**src/hw/ddr3_mode_regs.svh**
```systemverilog
`ifndef DDR3_MODE_REGS_SVH
`define DDR3_MODE_REGS_SVH

// Mode register selection on the bank address pins during a mode register set.
`define BA_MR0 3'h0
`define BA_MR1 3'h1

// Mode register 0 field positions.
`define MR0_BL_LSB 0
`define MR0_BL_MSB 1
`define MR0_BT_BIT 3
`define MR0_DLLRST_BIT 8
`define MR0_WR_LSB 9
`define MR0_WR_MSB 11
`define MR0_PPD_BIT 12

// Mode register 1 field positions.
`define MR1_DLLDIS_BIT 0
`define MR1_RTT0_BIT 2
`define MR1_RTT1_BIT 6
`define MR1_WLVL_BIT 7
`define MR1_RTT2_BIT 9
`define MR1_QOFF_BIT 12

// Burst chop select pin sampled with reads and writes; low selects the chop.
`define BC_N_BIT 12

// Burst length codes.
`define BL_FIX8 2'h0
`define BL_OTF 2'h1
`define BL_FIX4 2'h2

// Reset values of the mode registers.
`define MR0_RST 16'h0000
`define MR1_RST 16'h0000

// Default precharge time in clock cycles.
`define TRP_CYC_DEF 4

`endif

```
**src/hw/ddr3_mode_pkg.sv**
```systemverilog
package ddr3_mode_pkg;

  // Command pins as seen at one clock edge.
  typedef struct packed {
    logic cs_n;
    logic ras_n;
    logic cas_n;
    logic we_n;
    logic [2:0] ba;
    logic [15:0] addr;
  } cmd_t;

  // Two data beats per clock: b0 on the rising edge, b1 on the falling edge.
  typedef struct packed {
    logic [15:0] b1;
    logic [15:0] b0;
  } beat_pair_t;

  // One column group of eight beats, index equals the low column bits.
  typedef logic [7:0][15:0] line_t;

  typedef enum logic [4:0] {
    ST_IDLE = 5'b00001,
    ST_RFETCH = 5'b00010,
    ST_RSEND = 5'b00100,
    ST_WRITE = 5'b01000,
    ST_WDONE = 5'b10000
  } burst_state_t;

endpackage : ddr3_mode_pkg

```
**src/hw/ddr3_burst_order.sv**
```systemverilog
// Behaviour
// RQ1 - A3 selects sequential or interleaved order.
// RQ2 - A1:A0 select chop, full burst or on-the-fly.
// RQ3 - On the fly, A12 picks chop per command.
// RQ4 - Sequential: wrap low bits, then other group.
// RQ5 - Interleaved: beat i from start XOR i.
// RQ6 - Chopped read: four beats, then drivers off.
// RQ7 - Chopped write: CA2 group, ascending, tail dropped.
// RQ8 - Full write ignores CA, stores ascending.
// RQ9 - Fixed chop write starts two clocks earlier.
// RQ10 - On-the-fly chop write starts like full burst.
// RQ11 - DLL reset bit clears itself after use.
// RQ12 - Controller waits DLL lock after DLL reset.
// RQ13 - Controller follows DLL enable with DLL reset.
// RQ14 - Write recovery plus precharge gives auto-precharge delay.
// RQ15 - A12 low freezes DLL in precharge power-down.
// RQ16 - A12 high keeps DLL running in power-down.
// RQ17 - All strobes low, BA 001 loads register 1.
// RQ18 - Write leveling limits termination unless outputs off.
// RQ19 - Termination during writes only RZQ/2,4,6.
// RQ20 - DLL off in self-refresh, back on exit.
// RQ21 - Clock enable high throughout DLL lock.
// RQ22 - DLL-off mode needs nominal termination disabled.
// RQ23 - DLL-off mode needs write termination disabled.
// RQ24 - All strobes low, BA 000 loads register 0.
// RQ25 - Burst code 00 full, 01 on-the-fly, 10 chop.
`timescale 1ns/1ns
`default_nettype none
`include "ddr3_mode_regs.svh"

// Write beat buffer between the pins and the line assembler.
module beat_fifo #(
  parameter int WIDTH = 32,
  parameter int DEPTH = 8
) (
  input wire logic clk,
  input wire logic rst,
  input wire logic s_valid,
  output logic s_ready,
  input wire logic [WIDTH-1:0] s_data,
  output logic m_valid,
  input wire logic m_ready,
  output logic [WIDTH-1:0] m_data
);
  localparam int AW = (DEPTH > 1) ? $clog2(DEPTH) : 1;
  localparam int CW = $clog2(DEPTH + 1);

  logic [WIDTH-1:0] mem_q [DEPTH];
  logic [AW-1:0] wr_ptr_q;
  logic [AW-1:0] rd_ptr_q;
  logic [CW-1:0] count_q;
  logic push;
  logic pop;

  // Full and empty come straight from the occupancy count.
  assign s_ready = (count_q != CW'(DEPTH));
  assign m_valid = (count_q != '0);
  assign m_data = mem_q[rd_ptr_q];
  assign push = s_valid & s_ready;
  assign pop = m_valid & m_ready;

  // Storage is written only on an accepted push.
  always_ff @(posedge clk) begin
    if (push) begin
      mem_q[wr_ptr_q] <= s_data;
    end
  end

  // Pointers wrap explicitly so that depths other than powers of two work.
  always_ff @(posedge clk) begin
    if (rst) begin
      wr_ptr_q <= '0;
      rd_ptr_q <= '0;
      count_q <= '0;
    end else begin
      if (push) begin
        wr_ptr_q <= (wr_ptr_q == AW'(DEPTH - 1)) ? '0 : AW'(wr_ptr_q + 1'b1);
      end
      if (pop) begin
        rd_ptr_q <= (rd_ptr_q == AW'(DEPTH - 1)) ? '0 : AW'(rd_ptr_q + 1'b1);
      end
      if (push && !pop) begin
        count_q <= CW'(count_q + 1'b1);
      end else if (pop && !push) begin
        count_q <= CW'(count_q - 1'b1);
      end
    end
  end
endmodule : beat_fifo

module ddr3_burst_order import ddr3_mode_pkg::*; #(
  parameter int TRP_CYC = `TRP_CYC_DEF,
  parameter int FIFO_DEPTH = 8
) (
  input wire logic clk,
  input wire logic rst,
  input wire cmd_t cmd,
  input wire beat_pair_t dq_pair_i,
  input wire logic dq_strobe_i,
  output beat_pair_t dq_pair_o,
  output logic dq_oe_n,
  output logic dqs_oe_n,
  output logic wfifo_ready,
  output logic rd_req,
  input wire line_t rd_line,
  input wire logic rd_line_valid,
  output line_t wr_line,
  output logic [7:0] wr_mask,
  output logic wr_valid,
  input wire logic wr_accept,
  input wire logic ppd_active,
  input wire logic sr_active,
  output logic dll_reset_pulse,
  output logic dll_on,
  output logic dll_frozen,
  output logic [1:0] bl_mode,
  output logic burst_interleave,
  output logic [2:0] wr_recovery,
  output logic [7:0] dal_cycles,
  output logic write_level,
  output logic qoff,
  output logic [2:0] rtt_nom
);
  cmd_t cmd_s1_q;
  cmd_t cmd_s2_q;
  beat_pair_t dq_s1_q;
  beat_pair_t dq_s2_q;
  logic strobe_s1_q;
  logic strobe_s2_q;
  logic [15:0] mr0_q;
  logic [15:0] mr1_q;
  logic dll_on_q;
  logic dll_frozen_q;
  burst_state_t st_q;
  logic [2:0] col_q;
  logic chop_q;
  logic otf_q;
  logic ilv_q;
  logic [1:0] pair_q;
  logic rd_req_q;
  line_t line_q;
  beat_pair_t dq_out_q;
  logic oe_n_q;
  logic [15:0] wbeat_q [8];
  logic wmask_q [8];
  logic [15:0] rd_beat [2];
  logic act;
  logic mrs;
  logic rd_cmd;
  logic wr_cmd;
  logic cmd_chop;
  logic fifo_valid;
  logic pop;
  logic keep_pair;
  logic last_pair;
  logic [2:0] wt0;
  beat_pair_t fifo_pair;

  // Column index of beat i for a burst starting at column start.
  function automatic logic [2:0] beat_col(input logic [2:0] start, input logic [2:0] i, input logic ilv);
    if (ilv) begin
      return start ^ i;
    end
    return {start[2] ^ i[2], 2'(start[1:0] + i[1:0])};
  endfunction : beat_col

  // Pins come from the controller's clock tree, so two stages before any decode.
  always_ff @(posedge clk) begin
    if (rst) begin
      cmd_s1_q <= '1;
      cmd_s2_q <= '1;
      dq_s1_q <= '0;
      dq_s2_q <= '0;
      strobe_s1_q <= 1'b0;
      strobe_s2_q <= 1'b0;
    end else begin
      cmd_s1_q <= cmd;
      cmd_s2_q <= cmd_s1_q;
      dq_s1_q <= dq_pair_i;
      dq_s2_q <= dq_s1_q;
      strobe_s1_q <= dq_strobe_i;
      strobe_s2_q <= strobe_s1_q;
    end
  end

  // Command decode from the strobe pins.
  assign act = !cmd_s2_q.cs_n;
  assign mrs = act & !cmd_s2_q.ras_n & !cmd_s2_q.cas_n & !cmd_s2_q.we_n;
  assign rd_cmd = act & cmd_s2_q.ras_n & !cmd_s2_q.cas_n & cmd_s2_q.we_n;
  assign wr_cmd = act & cmd_s2_q.ras_n & !cmd_s2_q.cas_n & !cmd_s2_q.we_n;

  // Chop is fixed by the mode or, on the fly, taken from the pin at the command.
  always_comb begin
    case (mr0_q[`MR0_BL_MSB:`MR0_BL_LSB]) // RQ2 RQ25
      `BL_FIX4: cmd_chop = 1'b1;
      `BL_OTF: cmd_chop = !cmd_s2_q.addr[`BC_N_BIT]; // RQ3
      default: cmd_chop = 1'b0;
    endcase
  end

  // Mode register 0 load; the DLL reset bit drops one cycle after it is seen.
  always_ff @(posedge clk) begin
    if (rst) begin
      mr0_q <= `MR0_RST;
    end else if (mrs && cmd_s2_q.ba == `BA_MR0) begin // RQ24
      mr0_q <= cmd_s2_q.addr;
    end else if (mr0_q[`MR0_DLLRST_BIT]) begin
      mr0_q[`MR0_DLLRST_BIT] <= 1'b0; // RQ11
    end
  end

  // Mode register 1 load.
  always_ff @(posedge clk) begin
    if (rst) begin
      mr1_q <= `MR1_RST;
    end else if (mrs && cmd_s2_q.ba == `BA_MR1) begin // RQ17
      mr1_q <= cmd_s2_q.addr;
    end
  end

  // DLL runs when enabled and the part is out of self-refresh; slow exit freezes it.
  always_ff @(posedge clk) begin
    if (rst) begin
      dll_on_q <= 1'b0;
      dll_frozen_q <= 1'b0;
    end else begin
      dll_on_q <= !mr1_q[`MR1_DLLDIS_BIT] && !sr_active; // RQ20
      dll_frozen_q <= ppd_active && !mr0_q[`MR0_PPD_BIT]; // RQ15 RQ16
    end
  end

  // Mode fields presented to the rest of the device.
  assign dll_reset_pulse = mr0_q[`MR0_DLLRST_BIT];
  assign dll_on = dll_on_q;
  assign dll_frozen = dll_frozen_q;
  assign bl_mode = mr0_q[`MR0_BL_MSB:`MR0_BL_LSB];
  assign burst_interleave = mr0_q[`MR0_BT_BIT];
  assign wr_recovery = mr0_q[`MR0_WR_MSB:`MR0_WR_LSB];
  assign dal_cycles = 8'(mr0_q[`MR0_WR_MSB:`MR0_WR_LSB]) + 8'(TRP_CYC); // RQ14
  assign write_level = mr1_q[`MR1_WLVL_BIT];
  assign qoff = mr1_q[`MR1_QOFF_BIT];
  assign rtt_nom = {mr1_q[`MR1_RTT2_BIT], mr1_q[`MR1_RTT1_BIT], mr1_q[`MR1_RTT0_BIT]};

  // Write beats queue here so the assembler may stall while the array is busy.
  beat_fifo #(
    .WIDTH($bits(beat_pair_t)),
    .DEPTH(FIFO_DEPTH)
  ) u_wfifo (
    .clk(clk),
    .rst(rst),
    .s_valid(strobe_s2_q),
    .s_ready(wfifo_ready),
    .s_data(dq_s2_q),
    .m_valid(fifo_valid),
    .m_ready(st_q == ST_WRITE),
    .m_data(fifo_pair)
  );

  // A fixed chop ends after two clocks of data, everything else after four.
  assign pop = fifo_valid && st_q == ST_WRITE;
  assign last_pair = (chop_q && !otf_q) ? (pair_q == 2'h1) : (pair_q == 2'h3); // RQ9 RQ10
  assign keep_pair = !chop_q || !pair_q[1]; // RQ7

  // Burst sequencer; commands that arrive while a burst runs are ignored.
  always_ff @(posedge clk) begin
    if (rst) begin
      st_q <= ST_IDLE;
      pair_q <= 2'h0;
      col_q <= 3'h0;
      chop_q <= 1'b0;
      otf_q <= 1'b0;
      ilv_q <= 1'b0;
      rd_req_q <= 1'b0;
    end else begin
      rd_req_q <= 1'b0;
      case (st_q)
        ST_IDLE: begin
          pair_q <= 2'h0;
          col_q <= cmd_s2_q.addr[2:0];
          chop_q <= cmd_chop;
          otf_q <= (mr0_q[`MR0_BL_MSB:`MR0_BL_LSB] == `BL_OTF);
          ilv_q <= mr0_q[`MR0_BT_BIT]; // RQ1
          if (rd_cmd) begin
            rd_req_q <= 1'b1;
            st_q <= ST_RFETCH;
          end else if (wr_cmd) begin
            st_q <= ST_WRITE;
          end
        end
        ST_RFETCH: begin
          if (rd_line_valid) begin
            st_q <= ST_RSEND;
          end
        end
        ST_RSEND: begin
          pair_q <= 2'(pair_q + 1'b1);
          if (pair_q == 2'h3) begin
            st_q <= ST_IDLE;
          end
        end
        ST_WRITE: begin
          if (pop) begin
            pair_q <= 2'(pair_q + 1'b1);
            if (last_pair) begin
              st_q <= ST_WDONE;
            end
          end
        end
        ST_WDONE: begin
          if (wr_accept) begin
            st_q <= ST_IDLE;
          end
        end
        default: st_q <= ST_IDLE;
      endcase
    end
  end

  // Read line is held for the whole burst.
  always_ff @(posedge clk) begin
    if (rst) begin
      line_q <= '0;
    end else if (st_q == ST_RFETCH && rd_line_valid) begin
      line_q <= rd_line;
    end
  end

  // Beat selection per half clock.
  for (genvar k = 0; k < 2; k++) begin : g_rd
    assign rd_beat[k] = line_q[beat_col(col_q, {pair_q, 1'(k)}, ilv_q)]; // RQ4 RQ5
  end

  // Output drivers; the tail of a chop and output disable leave the pins floating.
  always_ff @(posedge clk) begin
    if (rst) begin
      dq_out_q <= '0;
      oe_n_q <= 1'b1;
    end else if (st_q == ST_RSEND) begin
      dq_out_q <= {rd_beat[1], rd_beat[0]};
      oe_n_q <= (chop_q && pair_q[1]) || qoff; // RQ6
    end else begin
      oe_n_q <= 1'b1;
    end
  end

  assign dq_pair_o = dq_out_q;
  assign dq_oe_n = oe_n_q;
  assign dqs_oe_n = oe_n_q;
  assign rd_req = rd_req_q;
  assign wr_valid = (st_q == ST_WDONE);

  // Write targets ignore the low column bits; only CA2 moves a chop.
  assign wt0 = 3'({chop_q & col_q[2], 2'b00} + {pair_q, 1'b0}); // RQ7 RQ8

  // Each line entry captures its beat in ascending order.
  for (genvar j = 0; j < 8; j++) begin : g_wr
    always_ff @(posedge clk) begin
      if (rst) begin
        wbeat_q[j] <= 16'h0000;
        wmask_q[j] <= 1'b0;
      end else if (st_q == ST_IDLE && wr_cmd) begin
        wmask_q[j] <= 1'b0;
      end else if (pop && keep_pair && wt0 == 3'(j)) begin
        wbeat_q[j] <= fifo_pair.b0;
        wmask_q[j] <= 1'b1;
      end else if (pop && keep_pair && (wt0 | 3'h1) == 3'(j)) begin
        wbeat_q[j] <= fifo_pair.b1;
        wmask_q[j] <= 1'b1;
      end
    end
    assign wr_line[j] = wbeat_q[j];
    assign wr_mask[j] = wmask_q[j];
  end

  property p_bt_load;
    @(posedge clk) disable iff (rst)
    (mrs && cmd_s2_q.ba == `BA_MR0) |=> burst_interleave == $past(cmd_s2_q.addr[`MR0_BT_BIT]);
  endproperty
  a_bt_load: assert property (p_bt_load) else $error("burst type not loaded"); // RQ1

  property p_bl_load;
    @(posedge clk) disable iff (rst)
    (mrs && cmd_s2_q.ba == `BA_MR0) |=> bl_mode == $past(cmd_s2_q.addr[1:0]);
  endproperty
  a_bl_load: assert property (p_bl_load) else $error("burst length not loaded"); // RQ2

  property p_dllrst_clear;
    @(posedge clk) disable iff (rst)
    (dll_reset_pulse && !mrs) |=> !dll_reset_pulse;
  endproperty
  a_dllrst_clear: assert property (p_dllrst_clear) else $error("DLL reset bit stuck"); // RQ11

  property p_mr1_load;
    @(posedge clk) disable iff (rst)
    (mrs && cmd_s2_q.ba == `BA_MR1) |=> qoff == $past(cmd_s2_q.addr[`MR1_QOFF_BIT]);
  endproperty
  a_mr1_load: assert property (p_mr1_load) else $error("register 1 not loaded"); // RQ17

  property p_sr_dll;
    @(posedge clk) disable iff (rst)
    sr_active |=> !dll_on;
  endproperty
  a_sr_dll: assert property (p_sr_dll) else $error("DLL on in self-refresh"); // RQ20

  property p_ppd_freeze;
    @(posedge clk) disable iff (rst)
    (ppd_active && !mr0_q[`MR0_PPD_BIT]) |=> dll_frozen;
  endproperty
  a_ppd_freeze: assert property (p_ppd_freeze) else $error("DLL not frozen"); // RQ15

  property p_chop_float;
    @(posedge clk) disable iff (rst)
    (st_q == ST_RSEND && chop_q && pair_q == 2'h1 && !qoff) |=> !dq_oe_n ##1 dq_oe_n [*2];
  endproperty
  a_chop_float: assert property (p_chop_float) else $error("chop tail driven"); // RQ6

  property p_first_beat;
    @(posedge clk) disable iff (rst)
    (st_q == ST_RSEND && pair_q == 2'h0) |=> dq_pair_o.b0 == $past(line_q[col_q]);
  endproperty
  a_first_beat: assert property (p_first_beat) else $error("burst did not start at column"); // RQ4

  property p_fix_chop_early;
    @(posedge clk) disable iff (rst)
    (pop && pair_q == 2'h1 && chop_q && !otf_q) |=> st_q == ST_WDONE;
  endproperty
  a_fix_chop_early: assert property (p_fix_chop_early) else $error("fixed chop write late"); // RQ9

  property p_otf_chop_full;
    @(posedge clk) disable iff (rst)
    (pop && pair_q == 2'h1 && otf_q) |=> st_q == ST_WRITE;
  endproperty
  a_otf_chop_full: assert property (p_otf_chop_full) else $error("on-the-fly write early"); // RQ10

  property p_wr_ascend;
    @(posedge clk) disable iff (rst)
    (pop && pair_q == 2'h0 && !chop_q) |=> wr_line[0] == $past(fifo_pair.b0);
  endproperty
  a_wr_ascend: assert property (p_wr_ascend) else $error("full write not ascending"); // RQ8
endmodule : ddr3_burst_order
`default_nettype wire

```
**config.mk**
```make
export PLATFORM = sky130hd
export DESIGN_NAME = ddr3_burst_order
export DESIGN_NICKNAME = d
export VERILOG_FILES = /design/src/hw/ddr3_mode_pkg.sv /design/src/hw/ddr3_burst_order.sv
export VERILOG_INCLUDE_DIRS = /design/src /design/src/hw
export SDC_FILE = /design/constraint.sdc
export NUM_CORES = 1
export LEC_CHECK = 0
export ABC_CLOCK_PERIOD_IN_PS = 6000
export BUFFER_PORTS_ARGS = -buffer_cell sky130_fd_sc_hd__buf_2
export CAP_MARGIN = 25
export CORE_UTILIZATION = 48
export DETAILED_ROUTE_END_ITERATION = 10
export GPL_TIMING_DRIVEN = 1
export PLACE_DENSITY_LB_ADDON = 0.1
export SLEW_MARGIN = 20
export SYNTH_ARGS = -nofsm -noshare
export SYNTH_HDL_FRONTEND = slang
export SYNTH_SLANG_ARGS = --single-unit
```
**constraint.sdc**
```tcl
create_clock -name clk -period 6 [get_ports clk]
set_input_delay 0 -clock clk [delete_from_list [all_inputs] [get_ports clk]]
set_output_delay 0 -clock clk [all_outputs]
set_load 0.01 [all_outputs]
```
==> results of run 1 <==
-- cell families after synthesis --
| logic type | count (synthesis) | share of synthesized area |
|---|---|---|
| other | 1 | 0.000143 |
| buffers and inverters | 160 | 0.0283 |
| XOR/XNOR | 9 | 0.00443 |
| adder cells (fa/ha/maj) | 12 | 0.00601 |
| AND/OR/NAND/NOR | 706 | 0.118 |
| AO/OA/AOI/OAI | 237 | 0.0488 |
| multiplexers | 167 | 0.116 |
| flip-flops | 695 | 0.678 |
-- worst register-to-register path, stage by stage, from the launching register on --
cell       delay [ns]
dfxtp_1          0.65
xnor2_4          0.16
buf_4            0.58
xor2_2           0.79
buf_4            0.35
nand3_1          0.10
o2111ai_1        0.23
and3_1           0.20
-- cell usage after synthesis (all sizes together), types with 2 or more instances --
cell type    n  area, sq um
or2         37          231
xnor2        6         90.1
inv         16         60.1
nor3        12         65.1
clkbuf      82          308
and3        13         81.3
o21ai       38          190
ha          11          138
mux4       110         2480
nand3       35          175
a31oi       10         62.6
nor4b        2         17.5
mux2i       56          561
nor2b       68          425
nand2b       4         25.0
nor2       192          721
xor2         3         26.3
edfxtp     389        11700
or3          6         37.5
nand2      325         1220
nor4         2         12.5
o22ai       23          144
o31ai        2         15.0
dfxtp      306         6130
nand4        4         25.0
o2111ai     10         87.6
a21oi      151          756
buf         62          375
-- state kept, by name, summed over array words and instances, names as in the netlist, 4 cells and up, named ones only --
signal and count:
u_wfifo.mem_q 256, line_q 128, wbeat_q 128, dq_pair_o 32, dq_s1_q 32, dq_s2_q 32, cmd_s1_q 18, cmd_s2_q 18
mr0_q 8, mr1_q 6, st_q 5, wmask_q 5, u_wfifo.count_q 4
-- cell type report --
class / count / area share
clock inverter: 33 / 0.0115
antenna: 1 / 0.0000753
inverter: 16 / 0.00181
timing repair buffer: 615 / 0.128
sequential: 695 / 0.536
clock buffer: 96 / 0.0607
multi-input combinational: 1135 / 0.235
tap: 696 / 0.0262
-- report_power, final --
group	switching, mW	total, mW	internal, mW
clock	1.80	4.51	2.71
combinational	0.239	0.464	0.225
sequential	0.0391	5.13	5.09
-- path summary, 6_finish.rpt --
| path | start | to | slack [ns] | depth (start not counted) |
|---|---|---|---|---|
| max | pair_q[0] | dq_pair_o[21] | 2.88 | 7 |
| min | cmd[8] | cmd_s1_q[8] | 0.11 | 3 |
| max reg2reg | pair_q[0] | dq_pair_o[21] | 2.88 | 7 |
| min reg2reg | cmd_s1_q[9] | cmd_s2_q[9] | 0.40 | 1 |
-- stage by stage --
stage	cells	total power, mW	hold WS [ns]	worst slack, ns	util
finish	3287	10.1	0.113	2.88	0.616
global route	3286	10.4	0.118	2.56	0.616
CTS	3284	10.2	0.0942	2.92	0.615
detailed placement	2944	5.59	0.162	2.93	0.531
global placement	2943	5.58	0.159	2.99	0.531
floorplan	1990	5.42	0.0711	1.64	-
-- per-layer routing --
| metal | wire length, um | track usage | vias to the layer above |
|---|---|---|---|
| met2 | 31900 | 0.394 | 526 |
| met4 | 2140 | 0.0949 | 6 |
| li1 | - | - | 8178 |
| met3 | 3420 | 0.0451 | 131 |
| met1 | 28200 | 0.306 | 8640 |
| met5 | 39 | 0 | - |
==> flow_summary.yaml, run 1 <==
sta:
  skew_ns: 0.0219
  final-setup-viol-count: 0
  tns_ns: 0
  drv_slew: 0
  timing.final.crit_share: 0.520
  fin_crit_ns: 3.12
  relSlewSlack: 0.314
  rsz0062_at_grt: "false"
  worst_pin_slew_ns: 1.03
  fmax_ghz: 0.321
  hold_viol_final: 0
layout:
  multiInputGateArea_sq_um: 7810
  final_net_count: 2738
  syn2layout_area_growth_pct: 26.5
  seqCellArea_sq_um: 17800
  layout_commonest_cell: "edfxtp_1"
  layout_common_cells: "edfxtp_1, buf_2, nand2_1, dfxtp_1, dlygate4sd3_1"
  drive_gt1_frac: 0.265
  fillers: 4149
  final_cell_area_sq_um: 33200
setup_path:
  path_class: "register to register"
  slowest_delay_ns: 0.77
  path_max_fanout: 34
  cp_num_buf_inv: 2
  cp_common_cell: "buf_4"
  crit_path_start_kind: "register"
  path_delay_family: "XOR/XNOR gates"
  required_ns: 6.53
  crit_arrival_ns: 3.65
  slowest_stage: "xor2_2"
  critPathCaptureType: "register"
  path_cells: "xnor2_4 > buf_4 > xor2_2 > buf_4 > nand3_1 > o2111ai_1 > and3_1"
place:
  routabilityCongestion: 0.831
  placed_area_sq_um: 28700
  dpl.hpwl_um: 38400
  port_buffers: 375
yosys:
  synth_cell_types: 46
  yosysWarnings: 0
  synth_edf_count: 389
  ys_seq_area_frac: 0.678
  ys_ff_latch: 695
  ys.flop_type: "edfxtp_1"
  syn_area_sq_um: 26200
  synthCells: 1987
  synthArstFlopShare: 0
  syn_avg_cell_area_sq_um: 13.2
min_path:
  min_path_type: "input port to register"
detailed_routing:
  drt_wl_total_um: 65700
  drc: 0
  vias: 17500
  drt_iter0_markers: 1102
  final_antenna_net_count: 0
  drtPass1Iterations: 5
  routed_via_density: 5.32
  wl_per_cell_um: 20.0
clock_tree:
  ctsResizeCount: 0
  post-cts-setup-buffers: 0
  clk_latency_ns: 0.59
  cts.sinks: 695
  cts.path.max_buffers: 3
  cts_buffers: 73
  htreeDepth: 3
  root_buffer: "clkbuf_16"
  clk_pin_slew_ns: 0.06
  holdBufCountCts: 211
  tritoncts: "done"
die:
  io_pins: 385
  core_area_sq_um: 53900
  design.die.area_sq_um: 55600
  initial_core_util: 0.487
  row_count: 85
  dieWidth_um: 236
  fp.dieH_um: 236
grt:
  grt_use_total: 0.237
  grt_remaining_overflow: 0
  antenna_found_initial: 4
  grt_pass1_wl_um: 101000
  grt_pass1_vias: 17700
  grt_max_degree: 111
pwr:
  p_leak_nw: 12.4
  p_per_area_nw_per_um2: 304
  ir_drop_mv: 0.195
status:
  outcome: "finished clean"
flow_run:
  maxCapViolCount: 0
Power figures use the tool's default switching activity.
==> run 2, diff against run 1 <==
- ABC_AREA: default -> 1
- ABC_CLOCK_PERIOD_IN_PS: 6000 -> 3100
- clock period: 6 -> 3.1 ns (I/O delays scaled with it)
==> run 2 against run 1 <==
  * Wire length is 15% higher
  * Fmax increased by 24%
  * Highest routed layer unchanged
  * Clock power grew 90%
  * Sequential power up 97%
  * Clock skew shrank 0.0022 ns
  * Global-route usage is 1.7 points higher
  * Hold slack worse by 0.059 ns
  * Synthesized cell count rose by 43%
  * Setup slack worse by 2.3 ns
==> flow_summary.yaml, run 2 <==
yosys:
  syn_area_sq_um: 27800
  synth_area_leaders: "edfxtp_1, dfxtp_1, nor2_1, o21ai_0, nand2_1"
  syn_avg_cell_area_sq_um: 9.78
  synth_top_area_frac: 0.421
  ys.flop_type: "edfxtp_1"
  synth.top_cells.by_count: "nor2_1, edfxtp_1, o21ai_0, dfxtp_1, nand2_1"
  ys_ff_latch: 695
  ys_seq_area_frac: 0.641
  synthCells: 2839
  yosysWarnings: 0
  yosysMostFrequentCell: "nor2_1"
  synth_edf_count: 389
  synth_area_leader_cell: "edfxtp_1"
  synth_cell_types: 37
  synthArstFlopShare: 0
setup_path:
  crit_path_start_kind: "register"
  path_cells: "inv_2 > nand2_1 > nand2_1 > nand2_2 > nand2_1 > inv_1 > nand3_1 > nand3_1 > nand2_1 > inv_1"
  cp_common_cell: "nand2_1"
  path_max_fanout: 19
  crit_path_start: "pair_q[0]"
  path_delay_family: "simple AND/OR/NAND/NOR gates"
  cp_num_buf_inv: 3
  critPathCaptureType: "register"
  slowest_delay_ns: 0.60
  slowest_stage: "dfxtp_1"
  required_ns: 3.65
  crit_arrival_ns: 3.08
  path_class: "register to register"
  r2r_start: "pair_q[0]"
layout:
  layout_commonest_cell: "nor2_1"
  drive_gt1_frac: 0.196
  final_util: 0.610
  top_register: "u_wfifo.mem_q"
  largest_reg_flops: 256
  syn2layout_area_growth_pct: 24.7
  final_net_count: 3553
  multiInputGateArea_sq_um: 8180
  fillers: 4758
  seqCellArea_sq_um: 17800
  layout_common_cells: "nor2_1, edfxtp_1, o21ai_0, buf_2, dfxtp_1"
  largestRegisters: "u_wfifo.mem_q (256), line_q (128), wbeat_q (128)"
detailed_routing:
  drt_wl_total_um: 75500
  wl_per_cell_um: 18.1
  drc: 0
  final_antenna_net_count: 0
  drt_iter0_markers: 1545
  drtPass1Iterations: 5
  vias: 21700
  routed_via_density: 5.20
die:
  fp.dieH_um: 242
  io_pins: 385
  row_count: 87
  design.die.area_sq_um: 58800
  core_area_sq_um: 56700
  initial_core_util: 0.489
  dieWidth_um: 242
sta:
  fin_crit_ns: 2.52
  fmax_ghz: 0.396
  tns_ns: 0
  final-setup-viol-count: 0
  worst_pin_slew_ns: 1.00
  hold_viol_final: 0
  relSlewSlack: 0.324
  rsz0062_at_grt: "false"
  skew_ns: 0.0198
  drv_slew: 0
  timing.final.crit_share: 0.814
clock_tree:
  htreeDepth: 3
  cts.path.max_buffers: 3
  root_buffer: "clkbuf_16"
  clk_pin_slew_ns: 0.06
  clk_latency_ns: 0.61
  cts_buffers: 73
  tritoncts: "done"
  cts.sinks: 695
grt:
  grt_pass1_vias: 21300
  grt_remaining_overflow: 0
  grt_max_degree: 218
  grt_pass1_wl_um: 116000
  antenna_found_initial: 2
  grt_use_total: 0.253
min_path:
  min_path_type: "input port to register"
  hold_start: "rd_line_valid"
pwr:
  ir_drop_mv: 0.656
  power_mw: 22.1
  p_per_area_nw_per_um2: 637
  p_leak_nw: 13.7
status:
  outcome: "finished clean"
place:
  routabilityCongestion: 0.841
  dpl.hpwl_um: 45700
  port_buffers: 375
flow_run:
  maxCapViolCount: 0
## run 2: cell types whose count changed after synthesis, sizes merged, moves of 54 or more
cell / before / now
mux4: 110 / 0
inv: 16 / 235
nor2b: 68 / 0
nor2: 192 / 578
nand2: 325 / 271
o21ai: 38 / 407
nand3: 35 / 150
clkbuf: 82 / 136
## run 2: report_power, final
part | internal [mW] | switching (mW)
logic | 1.05 | 2.32
clock network | 4.99 | 3.58
registers | 9.95 | 0.167
## run 2: worst register-to-register path, cell delays in order (launching register included)
cell and delay [ns]:
dfxtp_1 0.60, inv_2 0.20, nand2_1 0.10, nand2_1 0.08
nand2_2 0.41, nand2_1 0.38, inv_1 0.37, nand3_1 0.14
nand3_1 0.09, nand2_1 0.06, inv_1 0.04
## run 2: through the flow
step	setup WS [ns]	instances	area, sq um	hold slack (ns)
floorplan	0.409	2842	27800	0.0711
global route	0.341	4169	34600	0.113
finish	0.576	4169	34600	0.0545
detailed placement	0.586	3826	30200	0.159
global placement	0.718	3826	30200	0.158
CTS	0.580	4168	34600	0.0753
## run 2: cell families after synthesis
group | after synthesis | synth area share
and+or+nand+nor | 1050 | 0.162
adders and majority gates | 12 | 0.00568
DFF | 695 | 0.641
muxes | 10 | 0.00361
other | 1 | 0.000135
buffers and inverters | 435 | 0.0655
AOI/OAI and AO/OA | 633 | 0.120
xor gates and xnor gates | 3 | 0.000947
## run 2: area by class of cell
cell class	instances	area share
clock inverter	32	0.00907
tap	756	0.0273
inverter	235	0.0255
antenna	1	0.0000723
sequential	695	0.515
timing repair buffer	634	0.127
multi-input combinational	1712	0.236
clock buffer	104	0.0594
## run 2: final timing paths
| kind | slack (ns) | depth (start not counted) | end |
|---|---|---|---|
| setup / recovery | 0.58 | 10 | dq_pair_o[26] |
| setup reg to reg | 0.58 | 10 | dq_pair_o[26] |
| hold reg to reg | 0.40 | 2 | dq_s2_q[25] |
| hold / removal | 0.05 | 5 | line_q[123] |
## run 2: routing by layer
metal  vias up  GRT usage  wire length [um]
met5         -          0                13
met4         2      0.107              2870
met3       169     0.0423              3820
met2       681      0.441             38200
met1     10300      0.311             30500
li1      10500          -                 -
## run 2: repair_timing
action,CTS,global route
setup buffers,0,0
hold buffers,206,0
endpoints found under the hold margin,210,0
gates resized for setup,0,0
